==> src/inc/rate_led_map.svh <==
// Constants for the rate indicator LED source selection
// How it works
// - Oscillator mode: LED one follows oscillator one, LED two follows oscillator two.
// - External-input mode: LED one shows left input, LED two right input.
// - Every level mode drives LED brightness in proportion to its signal level.
// - A saturated input turns its LED from brightness to rapid flashing.
// - Auto mode shows oscillators, or input levels when the sound uses inputs.
// - Five bus settings: three outputs and two auxiliary sends.
// - Bus settings: LED one shows left channel, LED two right channel.
// - An overloaded selected bus makes its LED flash rapidly.
// - With all voices busy a new note steals the most decayed voice.
// - Voice levels are tracked from 0 down to -144 dB.
// - Steal mode: brightness follows envelope level of the stolen note.
`ifndef RATE_LED_MAP_SVH
`define RATE_LED_MAP_SVH

// ==========================================================================
// Display mode codes
`define MODE_LFO      4'h0
`define MODE_INPUT    4'h1
`define MODE_AUTO     4'h2
`define MODE_OUT_A    4'h3
`define MODE_OUT_B    4'h4
`define MODE_OUT_C    4'h5
`define MODE_SEND_A   4'h6
`define MODE_SEND_B   4'h7
`define MODE_STEAL    4'h8

// ==========================================================================
// Widths and ranges
`define LVL_W         8
`define NUM_BUS       5
`define NUM_VOICES    16
`define ATTEN_FLOOR   8'h90

// ==========================================================================
// Timing
`define CLK_PERIOD_NS 10
`define FLASH_HALF_MS 50
`define UPDATE_MS     1
`define NS_PER_MS     1000000

`endif

==> src/inc/rate_led_pkg.sv <==
// Types shared by the rate indicator LED logic
`include "rate_led_map.svh"
package rate_led_pkg;
	typedef logic [`LVL_W-1:0] level_t;

	typedef struct packed
	{
		level_t lvl;
		logic   sat;
	} chan_s;

	typedef struct packed
	{
		chan_s left;
		chan_s right;
	} pair_s;
endpackage

==> src/core/led_drive.sv <==
// One indicator LED: brightness by pulse width, flashing on saturation
`timescale 1ns/1ps
module led_drive
	import rate_led_pkg::*;
(
	input  wire logic        clk,
	input  wire logic        nrst,
	input  rate_led_pkg::chan_s src,
	input  wire logic        flash,
	output logic             led_q
);
	import rate_led_pkg::*;

	level_t pwm_q;
	level_t pwm_d;
	logic   led_d;

	// ======================================================================
	// Pulse width generator
	always_comb
	begin
		pwm_d = pwm_q + level_t'(1);
		if (src.sat)
			led_d = flash;
		else
			led_d = (pwm_q < src.lvl);
	end

	always_ff @(posedge clk or negedge nrst)
	begin
		if (!nrst)
		begin
			pwm_q <= '0;
			led_q <= 1'b0;
		end
		else
		begin
			pwm_q <= pwm_d;
			led_q <= led_d;
		end
	end

	// ======================================================================
	// Checks
	sat_flash_a: assert property (@(posedge clk) disable iff (!nrst)
		src.sat |=> led_q == $past(flash))
		else $error("saturated LED does not follow flash phase");

	dark_zero_a: assert property (@(posedge clk) disable iff (!nrst)
		(!src.sat && src.lvl == '0) [*2] |-> !led_q)
		else $error("zero level LED is lit");
endmodule

==> src/core/rate_led_indicator_select.sv <==
// Source selection, update timing and voice stealing for the rate LEDs
`timescale 1ns/1ps
`include "rate_led_map.svh"
module rate_led_indicator_select
	import rate_led_pkg::*;
#(
	parameter int NV             = `NUM_VOICES,
	parameter int FLASH_HALF_CYC = `FLASH_HALF_MS * (`NS_PER_MS / `CLK_PERIOD_NS),
	parameter int UPDATE_CYC     = `UPDATE_MS * (`NS_PER_MS / `CLK_PERIOD_NS)
)
(
	input  wire logic                  CLK,
	input  wire logic                  NRST,
	input  wire logic [3:0]            INDICATOR_SOURCE_SELECT,
	input  rate_led_pkg::pair_s        LFO,
	input  rate_led_pkg::pair_s        EXT_IN,
	input  wire logic                  EXTERNAL_SOURCE_SETTING,
	input  rate_led_pkg::pair_s        BUS [`NUM_BUS],
	input  rate_led_pkg::level_t       VOICE_ATTEN [NV],
	input  rate_led_pkg::level_t       VOICE_ENV [NV],
	input  wire logic                  ALL_BUSY,
	input  wire logic                  NEW_NOTE,
	output logic                       STEAL,
	output logic [$clog2(NV)-1:0]      STEAL_VOICE,
	output logic [1:0]                 LED
);
	import rate_led_pkg::*;

	localparam int VW = $clog2(NV);

	// ======================================================================
	// Parameter checks
	generate
		if (NV < 2)
			$error("NV must be at least 2");
		if (FLASH_HALF_CYC < 1 || UPDATE_CYC < 1)
			$error("timing counts must be at least 1");
	endgenerate

	// ======================================================================
	// Helpers
	function automatic level_t clamp_atten(input level_t a);
		clamp_atten = (a > `ATTEN_FLOOR) ? `ATTEN_FLOOR : a;
	endfunction

	function automatic logic [VW-1:0] quietest(input level_t att [NV]);
		level_t best;
		quietest = '0;
		best     = clamp_atten(att[0]);
		for (int i = 1; i < NV; i++)
		begin
			if (clamp_atten(att[i]) > best)
			begin
				best     = clamp_atten(att[i]);
				quietest = VW'(i);
			end
		end
	endfunction

	// ======================================================================
	// Update and flash dividers
	logic [31:0] upd_cnt_q;
	logic [31:0] upd_cnt_d;
	logic [31:0] fl_cnt_q;
	logic [31:0] fl_cnt_d;
	logic        flash_q;
	logic        flash_d;
	logic        tick;

	always_comb
	begin
		tick      = (upd_cnt_q == 32'(UPDATE_CYC - 1));
		upd_cnt_d = tick ? '0 : upd_cnt_q + 32'h1;
		flash_d   = flash_q;
		fl_cnt_d  = fl_cnt_q + 32'h1;
		if (fl_cnt_q == 32'(FLASH_HALF_CYC - 1))
		begin
			fl_cnt_d = '0;
			flash_d  = !flash_q;
		end
	end

	always_ff @(posedge CLK or negedge NRST)
	begin
		if (!NRST)
		begin
			upd_cnt_q <= '0;
			fl_cnt_q  <= '0;
			flash_q   <= 1'b0;
		end
		else
		begin
			upd_cnt_q <= upd_cnt_d;
			fl_cnt_q  <= fl_cnt_d;
			flash_q   <= flash_d;
		end
	end

	// ======================================================================
	// Voice stealing
	logic          steal_d;
	logic [VW-1:0] voice_d;

	always_comb
	begin
		steal_d = NEW_NOTE && ALL_BUSY;
		voice_d = steal_d ? quietest(VOICE_ATTEN) : STEAL_VOICE;
	end

	always_ff @(posedge CLK or negedge NRST)
	begin
		if (!NRST)
		begin
			STEAL       <= 1'b0;
			STEAL_VOICE <= '0;
		end
		else
		begin
			STEAL       <= steal_d;
			STEAL_VOICE <= voice_d;
		end
	end

	// ======================================================================
	// Source selection, latched once per update so both LEDs change together
	pair_s sel_q;
	pair_s sel_d;
	pair_s pick;

	always_comb
	begin
		pick = '0;
		if (INDICATOR_SOURCE_SELECT == `MODE_LFO)
			pick = LFO;
		else if (INDICATOR_SOURCE_SELECT == `MODE_INPUT)
			pick = EXT_IN;
		else if (INDICATOR_SOURCE_SELECT == `MODE_AUTO)
			pick = EXTERNAL_SOURCE_SETTING ? EXT_IN : LFO;
		else if (INDICATOR_SOURCE_SELECT >= `MODE_OUT_A &&
			INDICATOR_SOURCE_SELECT <= `MODE_SEND_B)
			pick = BUS[3'(INDICATOR_SOURCE_SELECT - `MODE_OUT_A)];
		else if (INDICATOR_SOURCE_SELECT == `MODE_STEAL)
		begin
			pick.left.lvl  = VOICE_ENV[STEAL_VOICE];
			pick.right.lvl = VOICE_ENV[STEAL_VOICE];
		end
		// Oscillators have no overload, so their flags never flash
		if (INDICATOR_SOURCE_SELECT == `MODE_LFO ||
			(INDICATOR_SOURCE_SELECT == `MODE_AUTO && !EXTERNAL_SOURCE_SETTING))
		begin
			pick.left.sat  = 1'b0;
			pick.right.sat = 1'b0;
		end
		sel_d = tick ? pick : sel_q;
	end

	always_ff @(posedge CLK or negedge NRST)
	begin
		if (!NRST)
			sel_q <= '0;
		else
			sel_q <= sel_d;
	end

	// ======================================================================
	// LED drivers
	generate
		for (genvar g = 0; g < 2; g++)
		begin : drv
			led_drive u_drv
			(
				.clk   (CLK),
				.nrst  (NRST),
				.src   ((g == 0) ? sel_q.left : sel_q.right),
				.flash (flash_q),
				.led_q (LED[g])
			);
		end
	endgenerate

	// ======================================================================
	// Checks
	lfo_map_a: assert property (@(posedge CLK) disable iff (!NRST)
		tick && INDICATOR_SOURCE_SELECT == `MODE_LFO
		|=> sel_q.left.lvl == $past(LFO.left.lvl) && sel_q.right.lvl == $past(LFO.right.lvl))
		else $error("oscillator mode mapping wrong");

	input_map_a: assert property (@(posedge CLK) disable iff (!NRST)
		tick && INDICATOR_SOURCE_SELECT == `MODE_INPUT
		|=> sel_q.left == $past(EXT_IN.left) && sel_q.right == $past(EXT_IN.right))
		else $error("input mode mapping wrong");

	auto_ext_a: assert property (@(posedge CLK) disable iff (!NRST)
		tick && INDICATOR_SOURCE_SELECT == `MODE_AUTO && EXTERNAL_SOURCE_SETTING
		|=> sel_q == $past(EXT_IN))
		else $error("auto mode ignores external input");

	bus_chan_a: assert property (@(posedge CLK) disable iff (!NRST)
		tick && INDICATOR_SOURCE_SELECT == `MODE_OUT_C |=> sel_q == $past(BUS[2]))
		else $error("bus channel mapping wrong");

	hold_sel_a: assert property (@(posedge CLK) disable iff (!NRST)
		!tick |=> $stable(sel_q))
		else $error("selection changed between updates");

	steal_pulse_a: assert property (@(posedge CLK) disable iff (!NRST)
		NEW_NOTE && ALL_BUSY |=> STEAL ##1 (STEAL == $past(NEW_NOTE && ALL_BUSY)))
		else $error("steal pulse missing");

	// One check per voice: the stolen voice is the most decayed, ties go to the lowest index
	generate
		for (genvar v = 0; v < NV; v++)
		begin : pick_chk
			steal_pick_a: assert property (@(posedge CLK) disable iff (!NRST)
				STEAL |->
					(clamp_atten($past(VOICE_ATTEN[v]))
						< clamp_atten($past(VOICE_ATTEN[voice_d])))
					|| ((clamp_atten($past(VOICE_ATTEN[v]))
						== clamp_atten($past(VOICE_ATTEN[voice_d])))
						&& (VW'(v) >= STEAL_VOICE)))
				else $error("stolen voice not the most decayed");
		end
	endgenerate

	steal_env_a: assert property (@(posedge CLK) disable iff (!NRST)
		tick && INDICATOR_SOURCE_SELECT == `MODE_STEAL
		|=> sel_q.left.lvl == $past(VOICE_ENV[STEAL_VOICE]) && !sel_q.left.sat)
		else $error("steal brightness not from stolen envelope");
endmodule

==> config.mk <==
export PLATFORM = sky130hd
export DESIGN_NAME = rate_led_indicator_select
export DESIGN_NICKNAME = d
export VERILOG_FILES = /design/src/inc/rate_led_pkg.sv /design/src/core/led_drive.sv /design/src/core/rate_led_indicator_select.sv
export VERILOG_INCLUDE_DIRS = /design/src /design/src/inc
export SDC_FILE = /design/constraint.sdc
export NUM_CORES = 1
export LEC_CHECK = 0
export BUFFER_PORTS_ARGS = -buffer_cell sky130_fd_sc_hd__buf_2
export CAP_MARGIN = 20
export CELL_PAD_IN_SITES_DETAIL_PLACEMENT = 1
export CELL_PAD_IN_SITES_GLOBAL_PLACEMENT = 2
export CORE_MARGIN = 2
export CORE_UTILIZATION = 33
export DETAILED_ROUTE_END_ITERATION = 16
export GPL_ROUTABILITY_DRIVEN = 1
export GPL_TIMING_DRIVEN = 0
export PLACE_DENSITY_LB_ADDON = 0.05
export SLEW_MARGIN = 20
export SYNTH_ARGS = -nofsm -noshare
export SYNTH_HDL_FRONTEND = slang
export SYNTH_SLANG_ARGS = --single-unit
==> constraint.sdc <==
create_clock -name CLK -period 6 [get_ports CLK]
set_input_delay 1.2 -clock CLK [delete_from_list [all_inputs] [get_ports CLK]]
set_output_delay 1.2 -clock CLK [all_outputs]
set_load 0.005 [all_outputs]
==> flow_summary.json, run 1 <==
{
  "cts_tree": "done",
  "remaining_drc_errors": 0,
  "status": "complete, but fails checks",
  "final_util_pct": 48.4,
  "nets": 2753,
  "die_w_um": 207,
  "synth_edf_count": 0,
  "hold_class": "reg -> reg",
  "cp_data_required_time_ps": 6220,
  "dieArea_mm2": 0.0427,
  "hold_buffers": 0,
  "timing.fmax_ghz": 0.0363,
  "nFillCells": 4942,
  "hpwl_um": 47300,
  "hold_violations": 0,
  "start_kind": "input port",
  "gp_congestion": 0.868,
  "antenna_left": 0,
  "syn-mean-instance-area_um2": 8.15,
  "totalWireLength_um": 59300,
  "rows": 74,
  "ys_async_sr_fraction_pct": 100,
  "synth_compound_area_share_pct": 24.6,
  "period_minus_slack_ps": 27570,
  "maxSlewHeadroom_pct": 29.3,
  "ff_latch_area_mm2": 0.00265,
  "grt_use_total_pct": 26.4,
  "synth-xor-area-share_pct": 4.59,
  "crit_type": "in -> reg",
  "grt_pass1_wl_um": 87700,
  "hold_ws_ps": 477,
  "synth_fa_ha_area_share_pct": 12.0,
  "cts_buffers": 9,
  "setup_ws_ps": -21570,
  "viasPerCell": 5.52,
  "drive_gt1_share_pct": 41.4,
  "pin_count": 398,
  "rsz0062_at_grt": "yes",
  "yosys.area.top_type": "dfrtp_1",
  "ys_types": 96,
  "cp.arrival_ps": 27800,
  "synth_area_leaders": "dfrtp_1 (20%), ha_1 (12%), mux4_2 (7.1%)",
  "antenna_found_initial": 8,
  "critical_path.slowest_cell": "o41a_1",
  "end_kind": "flip-flop",
  "setup_violations": 4,
  "drt-initial-drc-count": 706,
  "vias": 15302,
  "cts_max_path_buffers": 2,
  "fin_crit_sh_pct": 460,
  "slew_viol_final": 0,
  "area_delta_synth_final_pct": 45.1,
  "pre_cts_slack_ps": -25940,
  "violations": "setup timing",
  "cts.sinks": 106,
  "ys_warn_count": 0,
  "syn-cell-area_mm2": 0.0135,
  "maxCapViolCount": 0,
  "max_stage_delay_ps": 410,
  "ys.flop_type": "dfrtp_1",
  "synth_most_common_cell": "nand2_1",
  "synth_common_cells": "nand2_1 (212), ha_1 (129), dfrtp_1 (106), o21ai_0 (106), a21oi_1 (99)",
  "syn_inst": 1662,
  "insertion_delay_ps": 350,
  "crit_top_cell": "a21o_1",
  "worstMarginPinSlew_ps": 1060,
  "io_buffers": 393,
  "synth_top_family_by_area": "compound AO/OA/AOI/OAI gates",
  "synthMuxAreaShare_pct": 11.9,
  "core_area_mm2": 0.0406,
  "synth_seq_cells": 106,
  "dr.pass1.iters": 5,
  "synth_top_cell_area_share_pct": 19.6,
  "ys_seq_area_share_pct": 19.6,
  "worstPathMaxFanout": 7,
  "multi_input_area_mm2": 0.0119,
  "die_y_um": 207,
  "start_util_pct": 33.3,
  "cts_root_buf": "clkbuf_16",
  "syn_nets": 2182,
  "final.setup_skew_ps": 7.72,
  "yosys.area_share.simple_pct": 22.8,
  "grt_max_degree": 76,
  "grt_overflow": 0,
  "wl_per_cell_um": 21.4,
  "grt_pass1_vias": 15633,
  "h-tree-depth": 3,
  "clkTransAtPathRegs_ps": 70
}
## kinds of logic (layout without fill, tap and decap cells)
family / count (synthesis) / in the layout
simple gates: 623 / 623
compound gates: 472 / 472
buf+inv: 158 / 734
fa+ha+maj: 130 / 130
flops: 106 / 106
mux: 102 / 102
xor+xnor: 71 / 71
other cells: 0 / 3
## sequential cells by signal (all words and copies together) (netlist names)
name,count
STEAL_VOICE,4
drv.u_drv.pwm_q,16
flash_q,1
sel_q,18
fl_cnt_q,32
drv.u_drv.led_q,2
STEAL,1
upd_cnt_q,32
## placed cells by master, fill, tap and decap left out, types with 12 or more instances in the layout
| cell | instances |
|---|---|
| and2_1 | 35 |
| nand3_1 | 53 |
| nand2_2 | 18 |
| mux4_2 | 43 |
| a21oi_2 | 21 |
| ha_1 | 93 |
| o21ai_0 | 77 |
| buf_6 | 13 |
| a31oi_1 | 40 |
| o21ai_1 | 12 |
| nand2b_1 | 29 |
| o41a_1 | 12 |
| a21oi_1 | 68 |
| o21ai_2 | 13 |
| mux2_2 | 17 |
| nand2_1 | 187 |
| a21o_1 | 36 |
| o221ai_1 | 19 |
| buf_4 | 161 |
| mux2i_1 | 19 |
| xnor2_1 | 46 |
| inv_1 | 73 |
| nor2_1 | 85 |
| buf_2 | 389 |
| clkbuf_1 | 55 |
| ha_4 | 30 |
| o31ai_1 | 17 |
| nor2b_1 | 56 |
| dfrtp_1 | 106 |
| nand4_1 | 21 |
| and3_1 | 20 |
| xor2_1 | 25 |
## per-layer routing
| layer | part of all wire (%) | GRT usage [%] | up-vias |
|---|---|---|---|
| met5 | 0.12 | 0 | - |
| met4 | 1.7 | 4.92 | 12 |
| met3 | 4.9 | 4.10 | 69 |
| met2 | 48 | 43.9 | 347 |
| met1 | 46 | 36.6 | 7566 |
| li1 | - | - | 7308 |
## path summary, 6_finish.rpt
path	to	from	cells after the start	slack (ps)
worst max register to register	sel_q[2]$_DFFE_PN0N_	STEAL_VOICE[0]$_DFFE_PN0P_	10	2040
worst min register to register	drv[0].u_drv.pwm_q[0]$_DFF_PN0_	drv[0].u_drv.pwm_q[0]$_DFF_PN0_	1	480
min in group asynchronous	upd_cnt_q[25]$_DFF_PN0_	NRST	1	720
worst max-delay path	STEAL_VOICE[3]$_DFFE_PN0P_	VOICE_ATTEN[118]	152	-21570
max in group asynchronous	fl_cnt_q[14]$_DFF_PN0_	NRST	2	4590
worst min-delay path	drv[0].u_drv.pwm_q[0]$_DFF_PN0_	drv[0].u_drv.pwm_q[0]$_DFF_PN0_	1	480
## per-stage QoR
step	instance area, um^2	instances	setup TNS [ps]
after floorplan	13900	1662	-84020
after detailed placement	16600	2588	-103360
after global routing	19700	2771	-90840
after CTS	18900	2733	-85380
final	19700	2773	-86120
after global placement	16500	2587	-101630
## critical path: cells and delay by family
kind	cells	cell delay, ps
compound gates	67	12120
simple gates	42	5970
fa+ha+maj	16	4260
buf+inv	21	2530
mux	6	1650
## repair_timing
item                       CTS  global route
cloned                       3             0
setup buffers              127            39
resized for setup          201           100
pin swaps                  120            75
setup endpoints to repair    4             4
hold endpoints to repair     0             0
## layout make-up
cell class                 count  area share (%)
tap                          532            3.39
antenna                        3          0.0382
clock inverter                 6           0.458
sequential                   106            13.5
clock buffer                  10            1.16
buffer                        76            2.19
timing repair buffer         561            17.0
inverter                      81            1.56
multi-input combinational   1398            60.7
Power of run 1 is left out: the tool's default activity adds up to more than one toggle a clock period on the data nets, which glitch-free logic cannot reach.
==> inputs of run 2 (changes only) <==
--- a/config.mk
+++ b/config.mk
@@ -16,6 +16,7 @@
 export GPL_ROUTABILITY_DRIVEN = 1
 export GPL_TIMING_DRIVEN = 0
 export PLACE_DENSITY_LB_ADDON = 0.05
+export RECOVER_POWER = 100
 export SLEW_MARGIN = 20
 export SYNTH_ARGS = -nofsm -noshare
 export SYNTH_HDL_FRONTEND = slang
==> run 2 against run 1 <==
The flow finishes with violations (capacitance limit, slew limit, setup timing). Via count shrank 0.13%. Hold slack is essentially flat. Clock-buffer cell count is the same. Critical path depth is the same. Clock skew is essentially flat. First-iteration DRC count grew 0.99%. Final cell count is essentially flat. Die area is the same. Setup slack gained 5.5 ps. Non-clock buffer count is the same. Sequential cell count is the same. Global-route usage is the same.
==> flow_summary.json, run 2 (same netlist as run 1, synthesis figures left out) <==
{
  "area_delta_synth_final_pct": 44.8,
  "dr.pass1.iters": 5,
  "rows": 74,
  "drive_gt1_share_pct": 41.0,
  "cts_root_buf": "clkbuf_16",
  "grt_pass1_vias": 15633,
  "final_common_cell": "buf_2",
  "violations": "capacitance limit, slew limit, setup timing",
  "critical_path.slowest_cell": "o41a_1",
  "drt-initial-drc-count": 713,
  "r2r-end": "sel_q[11]$_DFFE_PN0N_",
  "worstPathMaxFanout": 7,
  "cts.sinks": 106,
  "status": "complete, but fails checks",
  "gp_congestion": 0.868,
  "grt_max_degree": 76,
  "grt_use_total_pct": 26.4,
  "layout_common_cells": "buf_2 (381), nand2_1 (187), buf_4 (161)",
  "clkTransAtPathRegs_ps": 70,
  "io_buffers": 393,
  "top_regs": "fl_cnt_q: 32 flops, upd_cnt_q: 32 flops, sel_q: 18 flops",
  "crit_type": "in -> reg",
  "wl_per_cell_um": 21.4,
  "slew_viol_final": 109,
  "timing.fmax_ghz": 0.0363,
  "period_minus_slack_ps": 27570,
  "worstMarginPinSlew_ps": 1870,
  "setup_violations": 4,
  "h-tree-depth": 3,
  "grt_pass1_wl_um": 87700,
  "max_stage_delay_ps": 410,
  "maxSlewHeadroom_pct": -24.4,
  "hold_depth": 1,
  "totalWireLength_um": 59300,
  "cts_max_path_buffers": 2,
  "hpwl_um": 47300,
  "vias": 15282,
  "hold_buffers": 0,
  "hold_ws_ps": 477,
  "pin_count": 398,
  "insertion_delay_ps": 350,
  "antenna_found_initial": 8,
  "rr_worst_depth": 10,
  "dieArea_mm2": 0.0427,
  "setup_ws_ps": -21570,
  "final.setup_skew_ps": 7.73,
  "fin_crit_sh_pct": 459,
  "die_w_um": 207,
  "crit_top_cell": "a21o_1",
  "cts_buffers": 9,
  "hold_class": "reg -> reg",
  "nFillCells": 4955,
  "cts_tree": "done",
  "hp-start": "drv[1].u_drv.pwm_q[7]$_DFF_PN0_",
  "grt_overflow": 0,
  "die_y_um": 207,
  "final_area_mm2": 0.0196,
  "cp_data_required_time_ps": 6220,
  "hold_path_end": "drv[1].u_drv.pwm_q[7]$_DFF_PN0_",
  "cp.arrival_ps": 27790,
  "maxCapViolCount": 2,
  "viasPerCell": 5.51,
  "r2r_slack_ps": 2050,
  "reg2reg_from": "STEAL_VOICE[0]$_DFFE_PN0P_",
  "start_kind": "input port",
  "postPlaceCellArea_mm2": 0.0166,
  "remaining_drc_errors": 0,
  "hold_violations": 0,
  "start_util_pct": 33.3,
  "nets": 2753,
  "rsz0062_at_grt": "yes",
  "antenna_left": 0,
  "end_kind": "flip-flop",
  "core_area_mm2": 0.0406
}
==> run 2: cell types whose count changed in the layout (fill, tap and decap cells not counted), sizes merged <==
cell	change
buf	-10
diode	-2
clkbuf	+10
==> run 2: timing repair <==
item / in CTS / in global routing
cloned: 3 / 0
pin swaps: 120 / 75
setup buffers: 127 / 39
resized for setup: 201 / 100
endpoints found under the setup margin: 4 / 4
==> run 2: worst max path at each step <==
stage | startpoint | end | slack [ps] | depth (start not counted)
after global placement | VOICE_ATTEN[125] | STEAL_VOICE[3]$_DFFE_PN0P_ | -25520 | 149
final | VOICE_ATTEN[118] | STEAL_VOICE[3]$_DFFE_PN0P_ | -21570 | 152
after CTS | VOICE_ATTEN[118] | STEAL_VOICE[3]$_DFFE_PN0P_ | -21390 | 155
after floorplan | VOICE_ATTEN[125] | STEAL_VOICE[3]$_DFFE_PN0P_ | -21080 | 153
after detailed placement | VOICE_ATTEN[125] | STEAL_VOICE[3]$_DFFE_PN0P_ | -25940 | 151
after global routing | VOICE_ATTEN[126] | STEAL_VOICE[2]$_DFFE_PN0P_ | -22750 | 154
==> run 2: critical path, delay by kind of cell <==
family | cells | cell delay (ps)
AOI/OAI and AO/OA | 67 | 12130
adders and majority gates | 16 | 4250
buffers and inverters | 21 | 2530
muxes | 6 | 1650
and+or+nand+nor | 42 | 5980
==> run 2: layout make-up <==
type                       count  area (um^2)  share of cell area (%)
timing repair buffer         561         3300                    16.8
inverter                      81          307                    1.56
buffer                        76          430                    2.19
sequential                   106         2650                    13.5
clock buffer                  10          229                    1.17
multi-input combinational   1398        11900                    60.9
antenna                        1         2.50                  0.0128
clock inverter                 6         90.1                   0.459
tap                          532          666                    3.39
==> run 2: per-stage QoR <==
| step | setup TNS (ps) | setup slack, ps | cells | utilization (%) |
|---|---|---|---|---|
| after floorplan | -84020 | -21080 | 1662 | - |
| final | -86090 | -21570 | 2771 | 48.3 |
| after global routing | -90840 | -22750 | 2771 | 48.3 |
| after CTS | -85380 | -21390 | 2733 | 46.5 |
| after global placement | -101630 | -25520 | 2587 | 40.6 |
| after detailed placement | -103360 | -25940 | 2588 | 40.7 |
==> run 2: routing by layer <==
| metal | up-vias | share of wire, % | global-route usage [%] |
|---|---|---|---|
| met5 | - | 0.15 | 0 |
| met4 | 14 | 1.5 | 4.92 |
| met3 | 61 | 4.6 | 4.10 |
| met2 | 350 | 48 | 43.9 |
| met1 | 7557 | 46 | 36.6 |
| li1 | 7300 | - | - |
Power of run 2 is left out for the same reason.
==> inputs of run 3 (changes only) <==
--- a/config.mk
+++ b/config.mk
@@ -6,15 +6,17 @@
 export SDC_FILE = /design/constraint.sdc
 export NUM_CORES = 1
 export LEC_CHECK = 0
-export BUFFER_PORTS_ARGS = -buffer_cell sky130_fd_sc_hd__buf_2
 export CAP_MARGIN = 20
 export CELL_PAD_IN_SITES_DETAIL_PLACEMENT = 1
 export CELL_PAD_IN_SITES_GLOBAL_PLACEMENT = 2
 export CORE_MARGIN = 2
-export CORE_UTILIZATION = 33
+export CORE_UTILIZATION = 41
+export CTS_CLUSTER_SIZE = 24
 export DETAILED_ROUTE_END_ITERATION = 16
+export DONT_BUFFER_PORTS = 1
 export GPL_ROUTABILITY_DRIVEN = 1
 export GPL_TIMING_DRIVEN = 0
+export MAX_ROUTING_LAYER = met4
 export PLACE_DENSITY_LB_ADDON = 0.05
 export RECOVER_POWER = 100
 export SLEW_MARGIN = 20
==> run 3 against run 2 <==
The run ends with setup timing left. Wire length is 6.9% lower. Critical path depth down 2. Non-clock buffer count is 406 lower. Clock skew is 1.8 ps higher. Clock-buffer cell count is 3 higher. Sequential share of layout area up 2.0 points. Final cell count is 17% lower. Fmax is 1.2% lower. First-iteration DRC count grew 13%. Critical endpoint unchanged.
==> flow_summary.json, run 3 (same netlist as run 1, synthesis figures left out) <==
{
  "worstMarginPinSlew_ps": 1250,
  "slew_viol_final": 0,
  "grt_use_total_pct": 31.5,
  "h-tree-depth": 3,
  "grt_pass1_vias": 14246,
  "wl_per_cell_um": 24.1,
  "max_stage_delay_ps": 430,
  "io_buffers": 0,
  "die_y_um": 186,
  "crit_top_cell": "a21o_1",
  "dieArea_mm2": 0.0345,
  "vias": 13917,
  "totalWireLength_um": 55300,
  "antenna_left": 0,
  "drive_gt1_share_pct": 26.0,
  "hold_class": "reg -> reg",
  "maxSlewHeadroom_pct": 16.9,
  "grt_overflow": 0,
  "hp-start": "drv[0].u_drv.pwm_q[0]$_DFF_PN0_",
  "cts.sinks": 106,
  "die_w_um": 186,
  "hold_violations": 0,
  "fin_crit_sh_pct": 465,
  "start_util_pct": 41.6,
  "cts_buffers": 9,
  "cts_tree": "done",
  "worst-path-buf-inv": 20,
  "setup_violations": 4,
  "start_kind": "input port",
  "dr.pass1.iters": 5,
  "hold_buffers": 0,
  "top_regs": "fl_cnt_q: 32 flops, upd_cnt_q: 32 flops, sel_q: 18 flops",
  "cp-startpoint": "VOICE_ATTEN[125]",
  "violations": "setup timing",
  "cp_data_required_time_ps": 6230,
  "cts_root_buf": "clkbuf_16",
  "core_area_mm2": 0.0325,
  "gp_congestion": 0.933,
  "nFillCells": 3866,
  "maxCapViolCount": 0,
  "drt-initial-drc-count": 806,
  "antenna_found_initial": 16,
  "viasPerCell": 6.07,
  "setup_ws_ps": -21900,
  "worstPathMaxFanout": 8,
  "end_kind": "flip-flop",
  "rows": 66,
  "cp.arrival_ps": 28130,
  "remaining_drc_errors": 0,
  "hpwl_um": 42700,
  "reg2reg_from": "STEAL_VOICE[0]$_DFFE_PN0P_",
  "period_minus_slack_ps": 27900,
  "path_delay_family": "compound AO/OA/AOI/OAI gates",
  "insertion_delay_ps": 350,
  "fin_setup_tns_ps": -87310,
  "grt_max_degree": 107,
  "rsz0062_at_grt": "yes",
  "clkTransAtPathRegs_ps": 70,
  "nets": 2347,
  "layout_common_cells": "nand2_1 (193), buf_4 (147), dfrtp_1 (106), ha_1 (106), nor2_1 (86)",
  "final.setup_skew_ps": 9.58,
  "grt_pass1_wl_um": 81600,
  "final_common_cell": "nand2_1",
  "cts_max_path_buffers": 2,
  "crit_type": "in -> reg",
  "critical_path.slowest_cell": "ha_1",
  "pin_count": 398,
  "timing.fmax_ghz": 0.0358,
  "area_delta_synth_final_pct": 26.2,
  "status": "complete, but fails checks"
}
[run 3: cell types whose count changed in the layout (fill, tap and decap cells not counted), moves of 5 or more]
cell / before / now
o21ai_0: 77 / 82
nand2_1: 187 / 193
diode_2: 1 / 20
ha_4: 30 / 20
clkbuf_1: 64 / 59
buf_6: 12 / 7
buf_4: 161 / 147
buf_2: 381 / 3
ha_1: 93 / 106
[run 3: layout make-up]
type	count	area (um^2)	share of cell area, %
Timing Repair Buffer	156	1210	7.11
Clock buffer	13	240	1.41
Antenna cell	20	50.0	0.293
Inverter	81	307	1.79
Tap cell	442	553	3.24
Sequential cell	106	2650	15.5
Clock inverter	2	38.8	0.227
Multi-Input combinational cell	1398	11600	68.0
Buffer	75	418	2.44
[run 3: repair_timing]
item                       in CTS  in global routing
gates resized for setup       159                 68
pin swaps                     100                 73
setup endpoints to repair       4                  4
cloned                          4                  0
setup buffers                 116                 36
[run 3: worst paths after layout]
path | endpoint | slack (ps) | cells past startpoint
min in group asynchronous | fl_cnt_q[17]$_DFF_PN0_ | 540 | 0
max in group asynchronous | upd_cnt_q[31]$_DFF_PN0_ | 5270 | 0
worst max register to register | sel_q[11]$_DFFE_PN0N_ | 1980 | 10
worst min register to register | drv[0].u_drv.pwm_q[0]$_DFF_PN0_ | 460 | 1
worst max-delay path | STEAL_VOICE[3]$_DFFE_PN0P_ | -21900 | 150
worst min-delay path | drv[0].u_drv.pwm_q[0]$_DFF_PN0_ | 460 | 1
[run 3: stage by stage]
stage / hold slack (ps) / std cells / utilization, % / area, um^2 / setup slack, ps
5_1_grt: 483 / 2290 / 52.5 / 17100 / -23110
3_3_place_gp: 454 / 2104 / 44.4 / 14400 / -25300
4_1_cts: 468 / 2238 / 50.6 / 16500 / -21330
2_1_floorplan: 430 / 1662 / - / 13900 / -21080
3_5_place_dp: 457 / 2104 / 44.4 / 14400 / -25850
6_report: 461 / 2293 / 52.5 / 17100 / -21900
[run 3: layer usage]
metal	part of all wire, %	wire length (um)	track usage [%]	vias up
met1	45	24700	41.3	6869
met5	0	0	-	-
met4	1.7	943	5.67	0
met2	46	25500	48.8	467
met3	7.6	4190	9.02	74
li1	-	-	-	6507
Power of run 3 is left out for the same reason.
